[src/hdl/osc_consts.svh]
// Purpose: offsets, field positions, reset values and counts of the
//   oscillator control block.
// Assumes: included by bare name.
// Notes: definitions only.
`ifndef OSC_CONSTS_SVH
`define OSC_CONSTS_SVH

`define CTRL_OFFSET 4'h0
`define STATUS_OFFSET 4'h4
`define CTRL_RESET 8'h00
`define CTRL_WRITE_MASK 8'haf
`define BIT_EXT_REF_ENABLE 7
`define BIT_STOP_KEEP 5
`define BIT_CAP_TWO 3
`define BIT_CAP_FOUR 2
`define BIT_CAP_EIGHT 1
`define BIT_CAP_SIXTEEN 0
`define STABLE_COUNT 13'h1000
`define PIN_RAW 0
`define PIN_EXT 1

`endif

[src/hdl/osc_pkg.sv]
// Purpose: types shared by the oscillator control block.
// Assumes: nothing.
// Notes: none.
package osc_pkg;
  typedef enum logic [1:0] {
    osc_off = 2'b00,
    osc_startup = 2'b01,
    osc_stable = 2'b10,
    osc_external = 2'b11
  } osc_mode_type;
  typedef logic [12:0] stab_count_type;
endpackage

[src/hdl/stab_if.sv]
// Purpose: link between the control logic and the stability counter.
// Assumes: one clock.
// Notes: tick is a one-cycle pulse per crystal rising edge.
`timescale 1ns/10ps
interface stab_if;
  logic run;
  logic tick;
  logic done;
  modport counter (input run, input tick, output done);
  modport control (output run, output tick, input done);
endinterface

[src/hdl/stability_counter.sv]
// Purpose: counts crystal edges until the oscillator is deemed stable.
// Assumes: tick already synchronised to clock.
// Notes: done holds until run falls.
`timescale 1ns/10ps
`include "osc_consts.svh"
module stability_counter import osc_pkg::*; (
  // Clock and reset
  input wire logic clock,
  input wire logic resetn,
  // Control side
  stab_if.counter link
);
  stab_count_type count;
  stab_count_type next_count;
  logic done;
  logic next_done;

  always_comb begin
    next_count = count;
    if (!link.run) begin
      next_count = 13'h0000;
    end else if (link.tick && !done) begin
      next_count = count + 13'h0001;
    end
    next_done = link.run && (next_count == `STABLE_COUNT);
  end

  always_ff @(posedge clock) begin
    if (!resetn) begin
      count <= 13'h0000;
      done <= 1'b0;
    end else begin
      count <= next_count;
      done <= next_done;
    end
  end

  assign link.done = done;
endmodule

[src/hdl/clock_gate.sv]
// Purpose: glitch-free gate for one oscillator-derived clock.
// Assumes: src is a sampled clock level on the same clock.
// Notes: the enable is only taken while src is low, so a pulse is
//   never cut short nor a runt created.
`timescale 1ns/10ps
module clock_gate (
  // Clock and reset
  input wire logic clock,
  input wire logic resetn,
  // Source and control
  input wire logic src,
  input wire logic enable,
  // Gated output
  output logic gated
);
  logic en_q;
  logic next_en_q;
  logic next_gated;

  always_comb begin
    next_en_q = src ? en_q : enable;
    next_gated = src && en_q;
  end

  always_ff @(posedge clock) begin
    if (!resetn) begin
      en_q <= 1'b0;
      gated <= 1'b0;
    end else begin
      en_q <= next_en_q;
      gated <= next_gated;
    end
  end
endmodule

[src/hdl/crystal_osc_clock_gating.sv]
// Purpose: digital control of a crystal oscillator: control register,
//   stability count, bypass and gating of three derived clocks.
// Assumes: 100 MHz clock well above the crystal or bypass clock;
//   chip mode inputs come from logic on the same clock.
// Notes: the derived clocks are sampled copies, so their edges move
//   on the 10 ns grid.
// Operation
// - Peripheral reference clock runs only while its enable bit is set.
// - Stop-keep bit holds peripheral clock in stop if enabled on entry.
// - Control bits 6 and 4 read zero and ignore writes.
// - Bits 3 and 2 select the 2 pF and 4 pF load capacitors.
// - Bits 1 and 0 select the 8 pF and 16 pF load capacitors.
// - One 8-bit read/write control register, zero after reset.
// - Three clock outputs: system, peripheral and low frequency.
// - System oscillator clock runs only in run mode.
// - Peripheral and low-frequency clocks may run in low-power modes.
// - External clock on the input pin may bypass the oscillator.
// - Oscillator output stays off until 4096 crystal cycles are seen.
// - Stability count clears whenever the oscillator is not enabled.
// - Enabled without internal select forwards the input pin clock.
// - Wake-up from very-low-leakage stop resets every register bit.
//
// The plain strobed port was chosen for this implementation.
`timescale 1ns/10ps
`include "osc_consts.svh"
module crystal_osc_clock_gating import osc_pkg::*; (
  // Clock and reset
  input wire logic clock,
  input wire logic resetn,
  // Register port
  input wire logic [3:0] address,
  input wire logic [7:0] write_data,
  input wire logic write_strobe,
  input wire logic read_strobe,
  output logic [7:0] read_data,
  // Chip power and clock-generator control
  input wire logic osc_enable,
  input wire logic internal_osc_select,
  input wire logic run_mode,
  input wire logic stop_mode,
  input wire logic vlls_wakeup,
  // Pins and analog core
  input wire logic clock_input_pin,
  input wire logic raw_crystal_clock,
  output logic amplifier_enable,
  output logic load_cap_two_pf,
  output logic load_cap_four_pf,
  output logic load_cap_eight_pf,
  output logic load_cap_sixteen_pf,
  // Derived clocks
  output logic system_osc_clock,
  output logic peripheral_ref_clock,
  output logic low_freq_ref_clock
);
  logic [7:0] ctrl;
  logic [7:0] next_ctrl;
  logic [7:0] next_read_data;
  logic kept_in_stop;
  logic next_kept_in_stop;
  logic next_amplifier_enable;
  osc_mode_type mode;
  logic osc_src;
  logic next_osc_src;
  logic raw_prev;
  logic [1:0] pin_in;
  logic [1:0] sync1;
  logic [1:0] sync2;
  logic [1:0] sync3;
  logic [1:0] pin_level;
  logic [2:0] gate_enable;
  logic [2:0] gate_out;
  logic sys_on;
  logic periph_on;
  logic lf_on;
  stab_if stab ();

  // Pin synchronisers: a change counts once stages two and three agree
  assign pin_in[`PIN_RAW] = raw_crystal_clock;
  assign pin_in[`PIN_EXT] = clock_input_pin;

  genvar g;
  generate
    for (g = 0; g < 2; g++) begin : gen_sync
      logic next_level;
      always_comb begin
        next_level = (sync2[g] == sync3[g]) ? sync3[g] : pin_level[g];
      end
      always_ff @(posedge clock) begin
        if (!resetn) begin
          sync1[g] <= 1'b0;
          sync2[g] <= 1'b0;
          sync3[g] <= 1'b0;
          pin_level[g] <= 1'b0;
        end else begin
          sync1[g] <= pin_in[g];
          sync2[g] <= sync1[g];
          sync3[g] <= sync2[g];
          pin_level[g] <= next_level;
        end
      end
    end
  endgenerate

  // Control register and read port
  always_comb begin
    next_ctrl = ctrl;
    if (vlls_wakeup) begin
      next_ctrl = `CTRL_RESET;
    end else if (write_strobe && address == `CTRL_OFFSET) begin
      next_ctrl = write_data & `CTRL_WRITE_MASK;
    end
    next_read_data = 8'h00;
    if (read_strobe) begin
      unique case (address)
        `CTRL_OFFSET: next_read_data = ctrl;
        `STATUS_OFFSET: next_read_data = {5'h00, stab.done, mode};
        default: next_read_data = 8'h00;
      endcase
    end
  end

  always_ff @(posedge clock) begin
    if (!resetn) begin
      ctrl <= `CTRL_RESET;
      read_data <= 8'h00;
    end else begin
      ctrl <= next_ctrl;
      read_data <= next_read_data;
    end
  end

  assign load_cap_two_pf = ctrl[`BIT_CAP_TWO];
  assign load_cap_four_pf = ctrl[`BIT_CAP_FOUR];
  assign load_cap_eight_pf = ctrl[`BIT_CAP_EIGHT];
  assign load_cap_sixteen_pf = ctrl[`BIT_CAP_SIXTEEN];

  // Oscillator mode and qualified source clock
  always_comb begin
    if (!osc_enable) begin
      mode = osc_off;
    end else if (!internal_osc_select) begin
      mode = osc_external;
    end else if (stab.done) begin
      mode = osc_stable;
    end else begin
      mode = osc_startup;
    end
  end

  assign stab.run = osc_enable && internal_osc_select;
  assign stab.tick = pin_level[`PIN_RAW] && !raw_prev;

  always_comb begin
    unique case (mode)
      osc_off: next_osc_src = 1'b0;
      osc_startup: next_osc_src = 1'b0;
      osc_stable: next_osc_src = pin_level[`PIN_RAW];
      osc_external: next_osc_src = pin_level[`PIN_EXT];
    endcase
    next_amplifier_enable = osc_enable && internal_osc_select;
  end

  always_ff @(posedge clock) begin
    if (!resetn) begin
      osc_src <= 1'b0;
      raw_prev <= 1'b0;
      amplifier_enable <= 1'b0;
    end else begin
      osc_src <= next_osc_src;
      raw_prev <= pin_level[`PIN_RAW];
      amplifier_enable <= next_amplifier_enable;
    end
  end

  stability_counter u_counter (
    .clock(clock),
    .resetn(resetn),
    .link(stab.counter)
  );

  // Stop-mode keep is frozen on entry, so a late write cannot revive it.
  // Taken from the value being written, so a write just before entry counts
  always_comb begin
    next_kept_in_stop = kept_in_stop;
    if (vlls_wakeup) begin
      next_kept_in_stop = 1'b0;
    end else if (!stop_mode) begin
      next_kept_in_stop = next_ctrl[`BIT_EXT_REF_ENABLE] &&
                          next_ctrl[`BIT_STOP_KEEP];
    end
  end

  always_ff @(posedge clock) begin
    if (!resetn) begin
      kept_in_stop <= 1'b0;
    end else begin
      kept_in_stop <= next_kept_in_stop;
    end
  end

  assign sys_on = osc_enable && run_mode && !stop_mode;
  assign periph_on = ctrl[`BIT_EXT_REF_ENABLE] &&
                     (!stop_mode || kept_in_stop);
  assign lf_on = osc_enable;
  assign gate_enable = {lf_on, periph_on, sys_on};

  generate
    for (g = 0; g < 3; g++) begin : gen_gate
      clock_gate u_gate (
        .clock(clock),
        .resetn(resetn),
        .src(osc_src),
        .enable(gate_enable[g]),
        .gated(gate_out[g])
      );
    end
  endgenerate

  assign system_osc_clock = gate_out[0];
  assign peripheral_ref_clock = gate_out[1];
  assign low_freq_ref_clock = gate_out[2];
endmodule

[config.mk]
export PLATFORM = sky130hd
export DESIGN_NAME = crystal_osc_clock_gating
export DESIGN_NICKNAME = d
export VERILOG_FILES = /design/src/hdl/osc_pkg.sv /design/src/hdl/stab_if.sv /design/src/hdl/stability_counter.sv /design/src/hdl/clock_gate.sv /design/src/hdl/crystal_osc_clock_gating.sv
export VERILOG_INCLUDE_DIRS = /design/src /design/src/hdl
export SDC_FILE = /design/constraint.sdc
export NUM_CORES = 1
export LEC_CHECK = 0
export BUFFER_PORTS_ARGS = -buffer_cell sky130_fd_sc_hd__buf_2
export CAP_MARGIN = 5
export CORE_UTILIZATION = 50
export DETAILED_ROUTE_END_ITERATION = 7
export PLACE_DENSITY = 0.74
export SETUP_SLACK_MARGIN = 0.3
export SYNTH_ARGS = -nofsm -noshare
export SYNTH_HDL_FRONTEND = slang
export SYNTH_HIERARCHICAL = 1
export SYNTH_SLANG_ARGS = --single-unit
[constraint.sdc]
create_clock -name clock -period 2.33 [get_ports clock]
set_input_delay 0 -clock clock [delete_from_list [all_inputs] [get_ports clock]]
set_output_delay 0 -clock clock [all_outputs]
set_load 0.01 [all_outputs]
; ---- After elaboration in Yosys (flattened, before gate mapping)
; Cells that the tools add are included.
[word_totals]
elab_cells = 62
ff_bits = 46
inputBits = 23
[classes]
n_eq_ne = 7
addsub = 1
n_reduce_logical = 21
bitwise_logic = 1
n_mux = 9
[op_table]
columns = operator, count
row1 = $mux 13, 2
row2 = $mux 8, 2
row3 = $pmux 8 s2, 1
row4 = $add 13x1->13 const B, 1
row5 = $eq 13x13->1 const B, 1
row6 = $logic_and 1x1->1, 12
row7 = $mux 2, 3
row8 = $eq 2x2->1 const B, 2
row9 = $eq 4x3->1 const B, 1
row10 = $logic_not 4->1, 1
row11 = $reduce_or 2->1, 2
row12 = $logic_not 1->1, 3
row13 = $pmux 1 s3, 1
row14 = $eq 1x1->1, 2
row15 = $eq 2x1->1 const B, 1
row16 = $logic_not 2->1, 1
row17 = $reduce_and 2->1, 1
row18 = $logic_or 1x1->1, 1
row19 = $not 1->1, 1

; ---- Depth between registers and ports, before layout
; Gate-level depths: netlist of the first run.
[logic_depth]
word_depth = 7
mapped_depth = 7
mapped_depth_nobuf = 6

; ---- By module
; The synthesis of the first run kept the hierarchy.
[modules_own_cells]
columns = mod, area_per_inst_um2, instances, cells_per_inst
row1 = crystal_osc_clock_gating, 913.4, 1, 95
row2 = stability_counter, 847.1, 1, 91
row3 = clock_gate, 63.8, 3, 5

; ---- Worst setup path after synthesis of the first run
; OpenSTA, ideal clock, no wires.
[synth_path]
path_kind = register to register
from = register pin_level[0]
to = register u_counter.done (netlist: u_counter/link.done)
setup_ns = 0.088
stages_incl_launch_ff = 8
period_less_slack_ns = 1.628
arrival_ns = 1.540
path_slack_ns = 0.702
cell_sequence = dfxtp_1 > nor2b_1 > nor2b_4 > buf_6 > nand2_2 > o41ai_2 > o221ai_1 > nor4_2
[synth_via]
elab_chain_len = 6
[synth_rtl]
columns = element, line
row1 = "start, declared", crystal_osc_clock_gating.sv:69  ; logic [1:0] pin_level;
row2 = "start signal, assigned by index", crystal_osc_clock_gating.sv:98  ; pin_level[g] <= next_level;
row3 = $logic_and 1x1->1, crystal_osc_clock_gating.sv:151  ; assign stab.tick = pin_level[`PIN_RAW] && !raw_prev;
row4 = net stab.tick, stab_if.sv:7  ; logic tick;
row5 = $logic_and 1x1->1, stability_counter.sv:22  ; end else if (link.tick && !done) begin
row6 = $mux 13, stability_counter.sv:22
row7 = $mux 13, stability_counter.sv:20  ; if (!link.run) begin
row8 = $eq 13x13->1 (no line), n/a
row9 = $logic_and 1x1->1, stability_counter.sv:25  ; next_done = link.run && (next_count == `STABLE_COUNT);
row10 = "end signal, assigned", stability_counter.sv:34  ; done <= next_done;
row11 = "end, declared", stability_counter.sv:15  ; logic done;
; The timed path passes the listed nets, and every way through them passes these cells.
; A chain may end at the register's enable or synchronous reset.

; ---- Worst setup path in the final report of the first run
; Same ends and word-level chain as after synthesis.

==> results of run 1 <==
[power by group]
| part | total (mW) | internal, mW | leakage, nW | switching [mW] |
|---|---|---|---|---|
| sequential | 0.761 | 0.759 | 0.356 | 0.00263 |
| combinational | 0.0767 | 0.0375 | 0.515 | 0.0392 |
| clock | 0.597 | 0.323 | 0.0548 | 0.274 |
[final timing paths]
path                start                   to  slack, ns  depth (start not counted)
max reg2reg  pin_level[0]  u_counter/link.done       0.51                          6
max          pin_level[0]  u_counter/link.done       0.51                          6
min reg2reg      sync1[1]             sync2[1]       0.44                          1
min            address[2]         read_data[5]       0.02                          2
[cells in the final DEF, fill, tap and decap left out, drive strengths merged, types with 8 or more instances in the layout]
cell / netlist / routed
a21oi: 10 / 10
and2: 8 / 8
buf: 11 / 36
dfxtp: 44 / 44
dlygate4sd3: 0 / 11
nand2: 14 / 14
nand3: 11 / 11
nor2: 16 / 16
o21ai: 8 / 8
[stage by stage]
stage / utilization (%) / total power, mW
floorplan: - / 0.816
global placement: 56.3 / 0.840
detailed placement: 56.3 / 0.841
CTS: 62.4 / 1.45
global route: 62.8 / 1.49
finish: 62.8 / 1.43
[cells by family after synthesis]
kind of cell	after synthesis	synth area share, %
simple gates	89	28.6
flops	44	45.1
compound gates	34	12.4
buf+inv	15	5.13
xor+xnor	13	5.83
mux	4	2.05
fa+ha+maj	1	0.641
other cells	1	0.192
[cell type report]
class	count	share of cell area, %
Sequential cell	44	37.7
Inverter	2	0.322
Clock inverter	3	1.98
Timing Repair Buffer	47	12.7
Tap cell	48	2.57
Multi-Input combinational cell	143	41.8
Clock buffer	5	2.95
[registers in the layout, summed over array words and instances, names as in the netlist]
| register | count |
|---|---|
| amplifier_enable | 1 |
| ctrl | 6 |
| gen_gate.u_gate/en_q | 3 |
| gen_gate.u_gate/gated | 3 |
| kept_in_stop | 1 |
| osc_src | 1 |
| pin_level | 2 |
| raw_prev | 1 |
| read_data | 6 |
| sync1 | 2 |
| sync2 | 2 |
| sync3 | 2 |
| u_counter/count | 13 |
| u_counter/link.done | 1 |
[per-layer routing]
layer	global-route usage (%)	routed length [um]	up-vias
met5	0	0	-
met4	10.8	101	0
met3	4.75	108	11
met2	32.9	1750	32
met1	24.1	1720	699
li1	-	-	788
[what timing repair did]
| item | CTS | global route |
|---|---|---|
| endpoints found under the hold margin | 11 | 0 |
| endpoints found under the setup margin | 0 | 1 |
| setup buffers | 0 | 2 |
| hold buffers | 11 | 0 |
[critical path: stages, from the launching register on]
cell and delay, ns:
dfxtp_1 0.38, nor2b_1 0.26, nor2b_4 0.30, nand2_2 0.11
o41ai_2 0.28, o221ai_1 0.19, nor4_2 0.22
==> flow_summary.yaml, run 1 <==
floorplan:
  core_um2: 3720
  fp.dieH_um: 64.5
  dieWidth_um: 64.5
  start_util_pct: 52.5
  ios: 39
  rows: 22
  fp.dieArea_um2: 4160
outcome:
  status: "finished clean"
synth:
  syn_inst: 201
  yosys_register_bits: 44
  yosysWarnings: 6
  synth_ff_type: "dfxtp_1"
  synth_cell_type_count: 55
  ys_async_sr_fraction_pct: 0
  yosys-top-cells-count: "dfxtp_1, nor2_1, nand2_1"
  synth_edf_count: 0
  synth_area_leaders: "dfxtp_1, xor2_1, nor2_1"
  netlist_area_um2: 1950
  synth.top_cell.area_share_pct: 45.1
  yosys.area.top_type: "dfxtp_1"
  yosysMostFrequentCell: "dfxtp_1"
  postSynthAreaPerCell_um2: 9.71
  ys_seq_area_share_pct: 45.1
setup_path:
  required_ns: 2.55
  cp_max_fo: 9
  worstPathArrival_ns: 2.04
  critical_path.endpoint_type: "register"
  cp-start-kind: "register"
  crit_type: "register to register"
sta:
  timing.hold.ws_ns: 0.0162
  finalClockSkew_ns: 0.0105
  post-route-period-util_pct: 78.0
  tns_ns: 0
  setup_viol: 0
  final_max_slew_viol_count: 0
  rsz0062_at_grt: "no"
  layout_setup_ws_ns: 0.513
  fmax_ghz: 0.550
  hold_viol: 0
  fin_crit_ns: 1.82
drt:
  dr.pass1.iters: 4
  vias: 1530
  drtIter0Drc: 107
  vias_per_cell: 5.24
  wire_per_inst_um: 12.6
  wl_mm: 3.67
  drc_errors: 0
  ant_nets: 0
cells_and_area:
  final_cells: 292
  fill_cells: 327
  antennaDiodeCount: 0
  multi_input_area_um2: 975
  regArea_um2: 881
  drive_above_1_share_pct: 25.8
  final_area_um2: 2330
  syn_to_final_growth_pct: 19.6
  nets: 267
grt:
  grt_max_degree: 20
  grt_pass1_vias: 1473
  antenna_found_initial: 0
  grt_use_total_pct: 20.0
  overflow: 0
  grt_pass1_wl_mm: 6.42
cts:
  clk_pin_slew_worst_paths_ns: 0.09
  post_cts_resized: 0
  clk_latency_ns: 0.30
  cts_buffers: 5
  clockBufferDepth: 2
  clockRootBuffer: "clkbuf_8"
  htreeDepth: 2
  cts_tree: "yes"
  cts.sinks: 44
pwr:
  power_density_nw_per_um2: 615
  ir_drop_mv: 0.470
  leakage_nw: 0.926
placed_design:
  dp_slack_ns: 0.474
  portBuffers: 34
  placed_area_um2: 2090
  gp_congestion: 0.760
  hpwl_mm: 2.41
  dpl.cell_count: 271
job:
  drv_cap: 0
hold_path:
  hold_class: "input pin to register"
(Power assumes the default switching activity.)
==> run 2, diff against run 1 <==
==> constraint.sdc (replaced) <==
create_clock -name clock -period 1.9 [get_ports clock]
set_input_delay 0 -clock clock [delete_from_list [all_inputs] [get_ports clock]]
set_output_delay 0 -clock clock [all_outputs]
set_load 0.01 [all_outputs]
==> run 2 against run 1 <==
Net effect: wire length rose by 9.6%; via count rose by 2.4%; core utilization rose by 2.0 points.
==> flow_summary.yaml, run 2 (synthesis results as in run 1) <==
cts:
  cts_tree: "yes"
  clockRootBuffer: "clkbuf_8"
  clk_latency_ns: 0.30
  clk_pin_slew_worst_paths_ns: 0.08
  clockBufferDepth: 2
  cts.sinks: 44
  cts_buffers: 5
  htreeDepth: 2
floorplan:
  fp.dieArea_um2: 4160
  ios: 39
  fp.dieH_um: 64.5
  core_um2: 3720
  rows: 22
  dieWidth_um: 64.5
  start_util_pct: 52.5
drt:
  dr.pass1.iters: 4
  wl_mm: 4.02
  wire_per_inst_um: 13.6
  drc_errors: 0
  vias_per_cell: 5.31
  vias: 1566
  ant_nets: 0
  drtIter0Drc: 75
setup_path:
  critical_path.endpoint_type: "register"
  crit_type: "register to register"
  cp-start-kind: "register"
  required_ns: 2.07
  cp_max_fo: 5
  worstPathArrival_ns: 1.71
cells_and_area:
  layout_common_cells: "dfxtp_1, buf_2, nor2_1, nand2_1, dlygate4sd3_1"
  utilization_pct: 64.8
  drive_above_1_share_pct: 30.8
  syn_to_final_growth_pct: 23.3
  final_area_um2: 2410
  final_common_cell: "dfxtp_1"
  largest_register_ffs: 13
  fill_cells: 322
  largestRegisters: "u_counter/count (13), ctrl (6), read_data (6)"
  nets: 270
  antennaDiodeCount: 0
  top_register: "u_counter/count"
sta:
  final_max_slew_viol_count: 0
  post-route-period-util_pct: 81.1
  finalClockSkew_ns: 0.00456
  tns_ns: 0
  setup_viol: 0
  hold_viol: 0
  fmax_ghz: 0.649
  fin_crit_ns: 1.54
  rsz0062_at_grt: "yes"
grt:
  antenna_found_initial: 0
  grt_pass1_wl_mm: 6.86
  grt_max_degree: 20
  grt_use_total_pct: 21.5
  grt_pass1_vias: 1512
  overflow: 0
placed_design:
  gp_congestion: 0.846
  portBuffers: 34
  hpwl_mm: 2.60
  placed_area_um2: 2100
pwr:
  leakage_nw: 0.948
  power_density_nw_per_um2: 735
  ir_drop_mv: 0.555
  finalPower_mw: 1.77
hold_path:
  hold_class: "input pin to register"
outcome:
  status: "finished clean"
job:
  drv_cap: 0
## run 2: worst paths after layout
check,from,endpoint,slack (ns),cells after the start
max,u_counter/count[0],u_counter/link.done,0.36,6
min,address[2],read_data[3],0.02,2
max reg2reg,u_counter/count[0],u_counter/link.done,0.36,6
min reg2reg,sync1[1],sync2[1],0.44,1
## run 2: worst max-delay path: stages (launching register included)
cell      delay, ns
dfxtp_4        0.37
ha_4           0.17
and4b_2        0.24
o2111a_1       0.15
o32a_1         0.35
o221ai_2       0.08
nor4_2         0.05
## run 2: cell type report
class	count	area (um^2)	share of cell area, %
clock buffer	5	68.8	2.86
multi-input combinational	143	1010	42.2
inverter	2	7.51	0.312
sequential	44	890	37.0
tap	48	60.1	2.49
timing repair buffer	50	320	13.3
clock inverter	3	46.3	1.92
## run 2: timing repair
item,4_1_cts,5_1_grt
hold buffers,12,0
setup endpoints to repair,3,2
endpoints found under the hold margin,11,0
gates resized for setup,11,3
setup buffers,4,0
pin swaps,6,5
## run 2: routing by layer
layer / routed length [um] / share of wire [%] / vias up / track usage, %
met5: 0 / 0 / - / 0
met4: 74 / 1.8 / 0 / 6.67
met3: 137 / 3.4 / 9 / 6.34
met2: 1970 / 49 / 31 / 36.1
met1: 1840 / 46 / 734 / 26.3
li1: - / - / 792 / -
## run 2: through the flow
stage	hold slack, ns	worst slack [ns]	std cells
detailed placement	0.212	0.0890	271
floorplan	0.0941	0.324	202
global placement	0.207	0.145	271
CTS	0.0113	0.305	295
finish	0.0245	0.359	295
global route	0.0344	0.243	295
## run 2: power breakdown
group          total (mW)  switching [mW]  leakage, nW  internal, mW
logic              0.0953          0.0490        0.535        0.0463
clock network       0.741           0.344       0.0548         0.396
registers           0.932         0.00336        0.359         0.929
==> run 3, diff against run 2 <==
==> constraint.sdc (replaced) <==
create_clock -name clock -period 1.49 [get_ports clock]
set_input_delay 0 -clock clock [delete_from_list [all_inputs] [get_ports clock]]
set_output_delay 0 -clock clock [all_outputs]
set_load 0.01 [all_outputs]
==> run 3 against run 2 <==
Net effect: the run now ends with negative setup slack left; global-route usage increased by 1.1 points; power is 27% higher; clock-buffer cell count did not move; combinational power increased by 39%; final area up 8.9%; clock skew increased by 0.0013 ns.
==> flow_summary.yaml, run 3 (synthesis results as in run 1) <==
outcome:
  status: "finished, violations left"
  violations: "negative setup slack"
cells_and_area:
  nets: 288
  drive_above_1_share_pct: 38.1
  top_register: "u_counter/count"
  syn_to_final_growth_pct: 34.3
  largestRegisters: "u_counter/count (13), ctrl (6), read_data (6)"
  final_cells: 313
  antennaDiodeCount: 0
  layout_common_cells: "dfxtp_1, buf_2, buf_4, nor2_1, dlygate4sd3_1"
  largest_register_ffs: 13
  final_common_cell: "dfxtp_1"
drt:
  dr.pass1.iters: 4
  drtIter0Drc: 64
  vias_per_cell: 5.26
  ant_nets: 0
  vias: 1647
  wire_per_inst_um: 13.9
  drc_errors: 0
  wl_mm: 4.35
cts:
  clk_pin_slew_worst_paths_ns: 0.08
  htreeDepth: 2
  cts_tree: "yes"
  cts_buffers: 5
  clk_latency_ns: 0.30
  cts.sinks: 44
  clockRootBuffer: "clkbuf_8"
  clockBufferDepth: 2
setup_path:
  worstPathArrival_ns: 1.78
  required_ns: 1.71
  critical_path.endpoint_type: "register"
  crit_type: "register to register"
  cp-start-kind: "register"
  cp_max_fo: 7
placed_design:
  gp_congestion: 0.870
  hpwl_mm: 2.74
  dpl.cell_count: 289
  dp_slack_ns: -0.0363
  portBuffers: 34
floorplan:
  dieWidth_um: 64.5
  ios: 39
  core_um2: 3720
  start_util_pct: 52.5
  rows: 22
  fp.dieH_um: 64.5
  fp.dieArea_um2: 4160
sta:
  rsz0062_at_grt: "yes"
  setup_viol: 1
  hold_viol: 0
  fin_crit_ns: 1.56
  fmax_ghz: 0.640
  layout_setup_ws_ns: -0.0725
  post-route-period-util_pct: 105
  finalClockSkew_ns: 0.00590
  final_max_slew_viol_count: 0
  timing.hold.ws_ns: 0.0117
grt:
  grt_max_degree: 19
  grt_pass1_wl_mm: 7.06
  grt_pass1_vias: 1590
  overflow: 0
  grt_use_total_pct: 22.5
  antenna_found_initial: 0
job:
  drv_cap: 0
hold_path:
  hold_class: "input pin to register"
pwr:
  ir_drop_mv: 0.663
  power_density_nw_per_um2: 858
  leakage_nw: 1.05
## run 3: cell types whose count changed in the layout (fill, tap and decap cells not counted), moves of 2 or more
| cell | previous run | this run |
|---|---|---|
| buf_6 | 0 | 5 |
| dfxtp_1 | 39 | 41 |
| dfxtp_2 | 4 | 1 |
| xnor2_2 | 0 | 3 |
| xor2_1 | 7 | 5 |
| buf_4 | 4 | 17 |
| xor2_2 | 0 | 2 |
| clkinv_4 | 0 | 2 |
| xnor2_1 | 6 | 3 |
## run 3: worst max-delay path, stage by stage (launching register included)
cell      delay, ns
dfxtp_2        0.33
nor2b_4        0.16
nor2b_4        0.25
nand4_1        0.17
a211oi_2       0.31
o221ai_2       0.13
nor4_2         0.13
## run 3: through the flow
step                      power (mW)  utilization, %  cell area, um^2  setup TNS, ns
after floorplan                 1.27               -             1990              0
final                           2.25            70.5             2620        -0.0725
after global routing            2.34            70.5             2620         -0.263
after CTS                       2.27            69.4             2580        -0.0146
after global placement          1.32            61.0             2270        -0.0274
after detailed placement        1.32            61.0             2270        -0.0363
## run 3: where the power goes
part / internal, mW / leakage (nW) / total, mW / switching (mW)
sequential: 1.18 / 0.358 / 1.19 / 0.00423
combinational: 0.0676 / 0.639 / 0.132 / 0.0647
clock: 0.505 / 0.0583 / 0.929 / 0.424
## run 3: worst paths after layout
| kind | start | cells past startpoint | slack (ns) | endpoint |
|---|---|---|---|---|
| worst min register to register | sync1[1] | 1 | 0.44 | sync2[1] |
| worst min-delay path | internal_osc_select | 4 | 0.01 | read_data[0] |
| worst max register to register | pin_level[0] | 6 | -0.07 | u_counter/link.done |
| worst max-delay path | pin_level[0] | 6 | -0.07 | u_counter/link.done |
## run 3: cell type report
type,count,area [um^2]
Clock inverter,3,47.5
Fill cell,300,1090
Multi-Input combinational cell,143,1070
Tap cell,48,60.1
Clock buffer,5,68.8
Inverter,2,7.51
Timing Repair Buffer,68,477
Sequential cell,44,890
## run 3: layer usage
layer | vias up | GRT usage, % | share of wire, %
li1 | 827 | - | -
met1 | 781 | 25.8 | 42
met2 | 29 | 38.8 | 53
met3 | 10 | 5.63 | 2.9
met4 | 0 | 11.1 | 2.5
met5 | - | 0 | 0
## run 3: timing repair
action | CTS | global route
buffers inserted | 4 | 0
endpoints found under the hold margin | 14 | 0
pin swaps | 11 | 5
hold buffers | 13 | 0
resized for setup | 8 | 10
endpoints found under the setup margin | 13 | 18
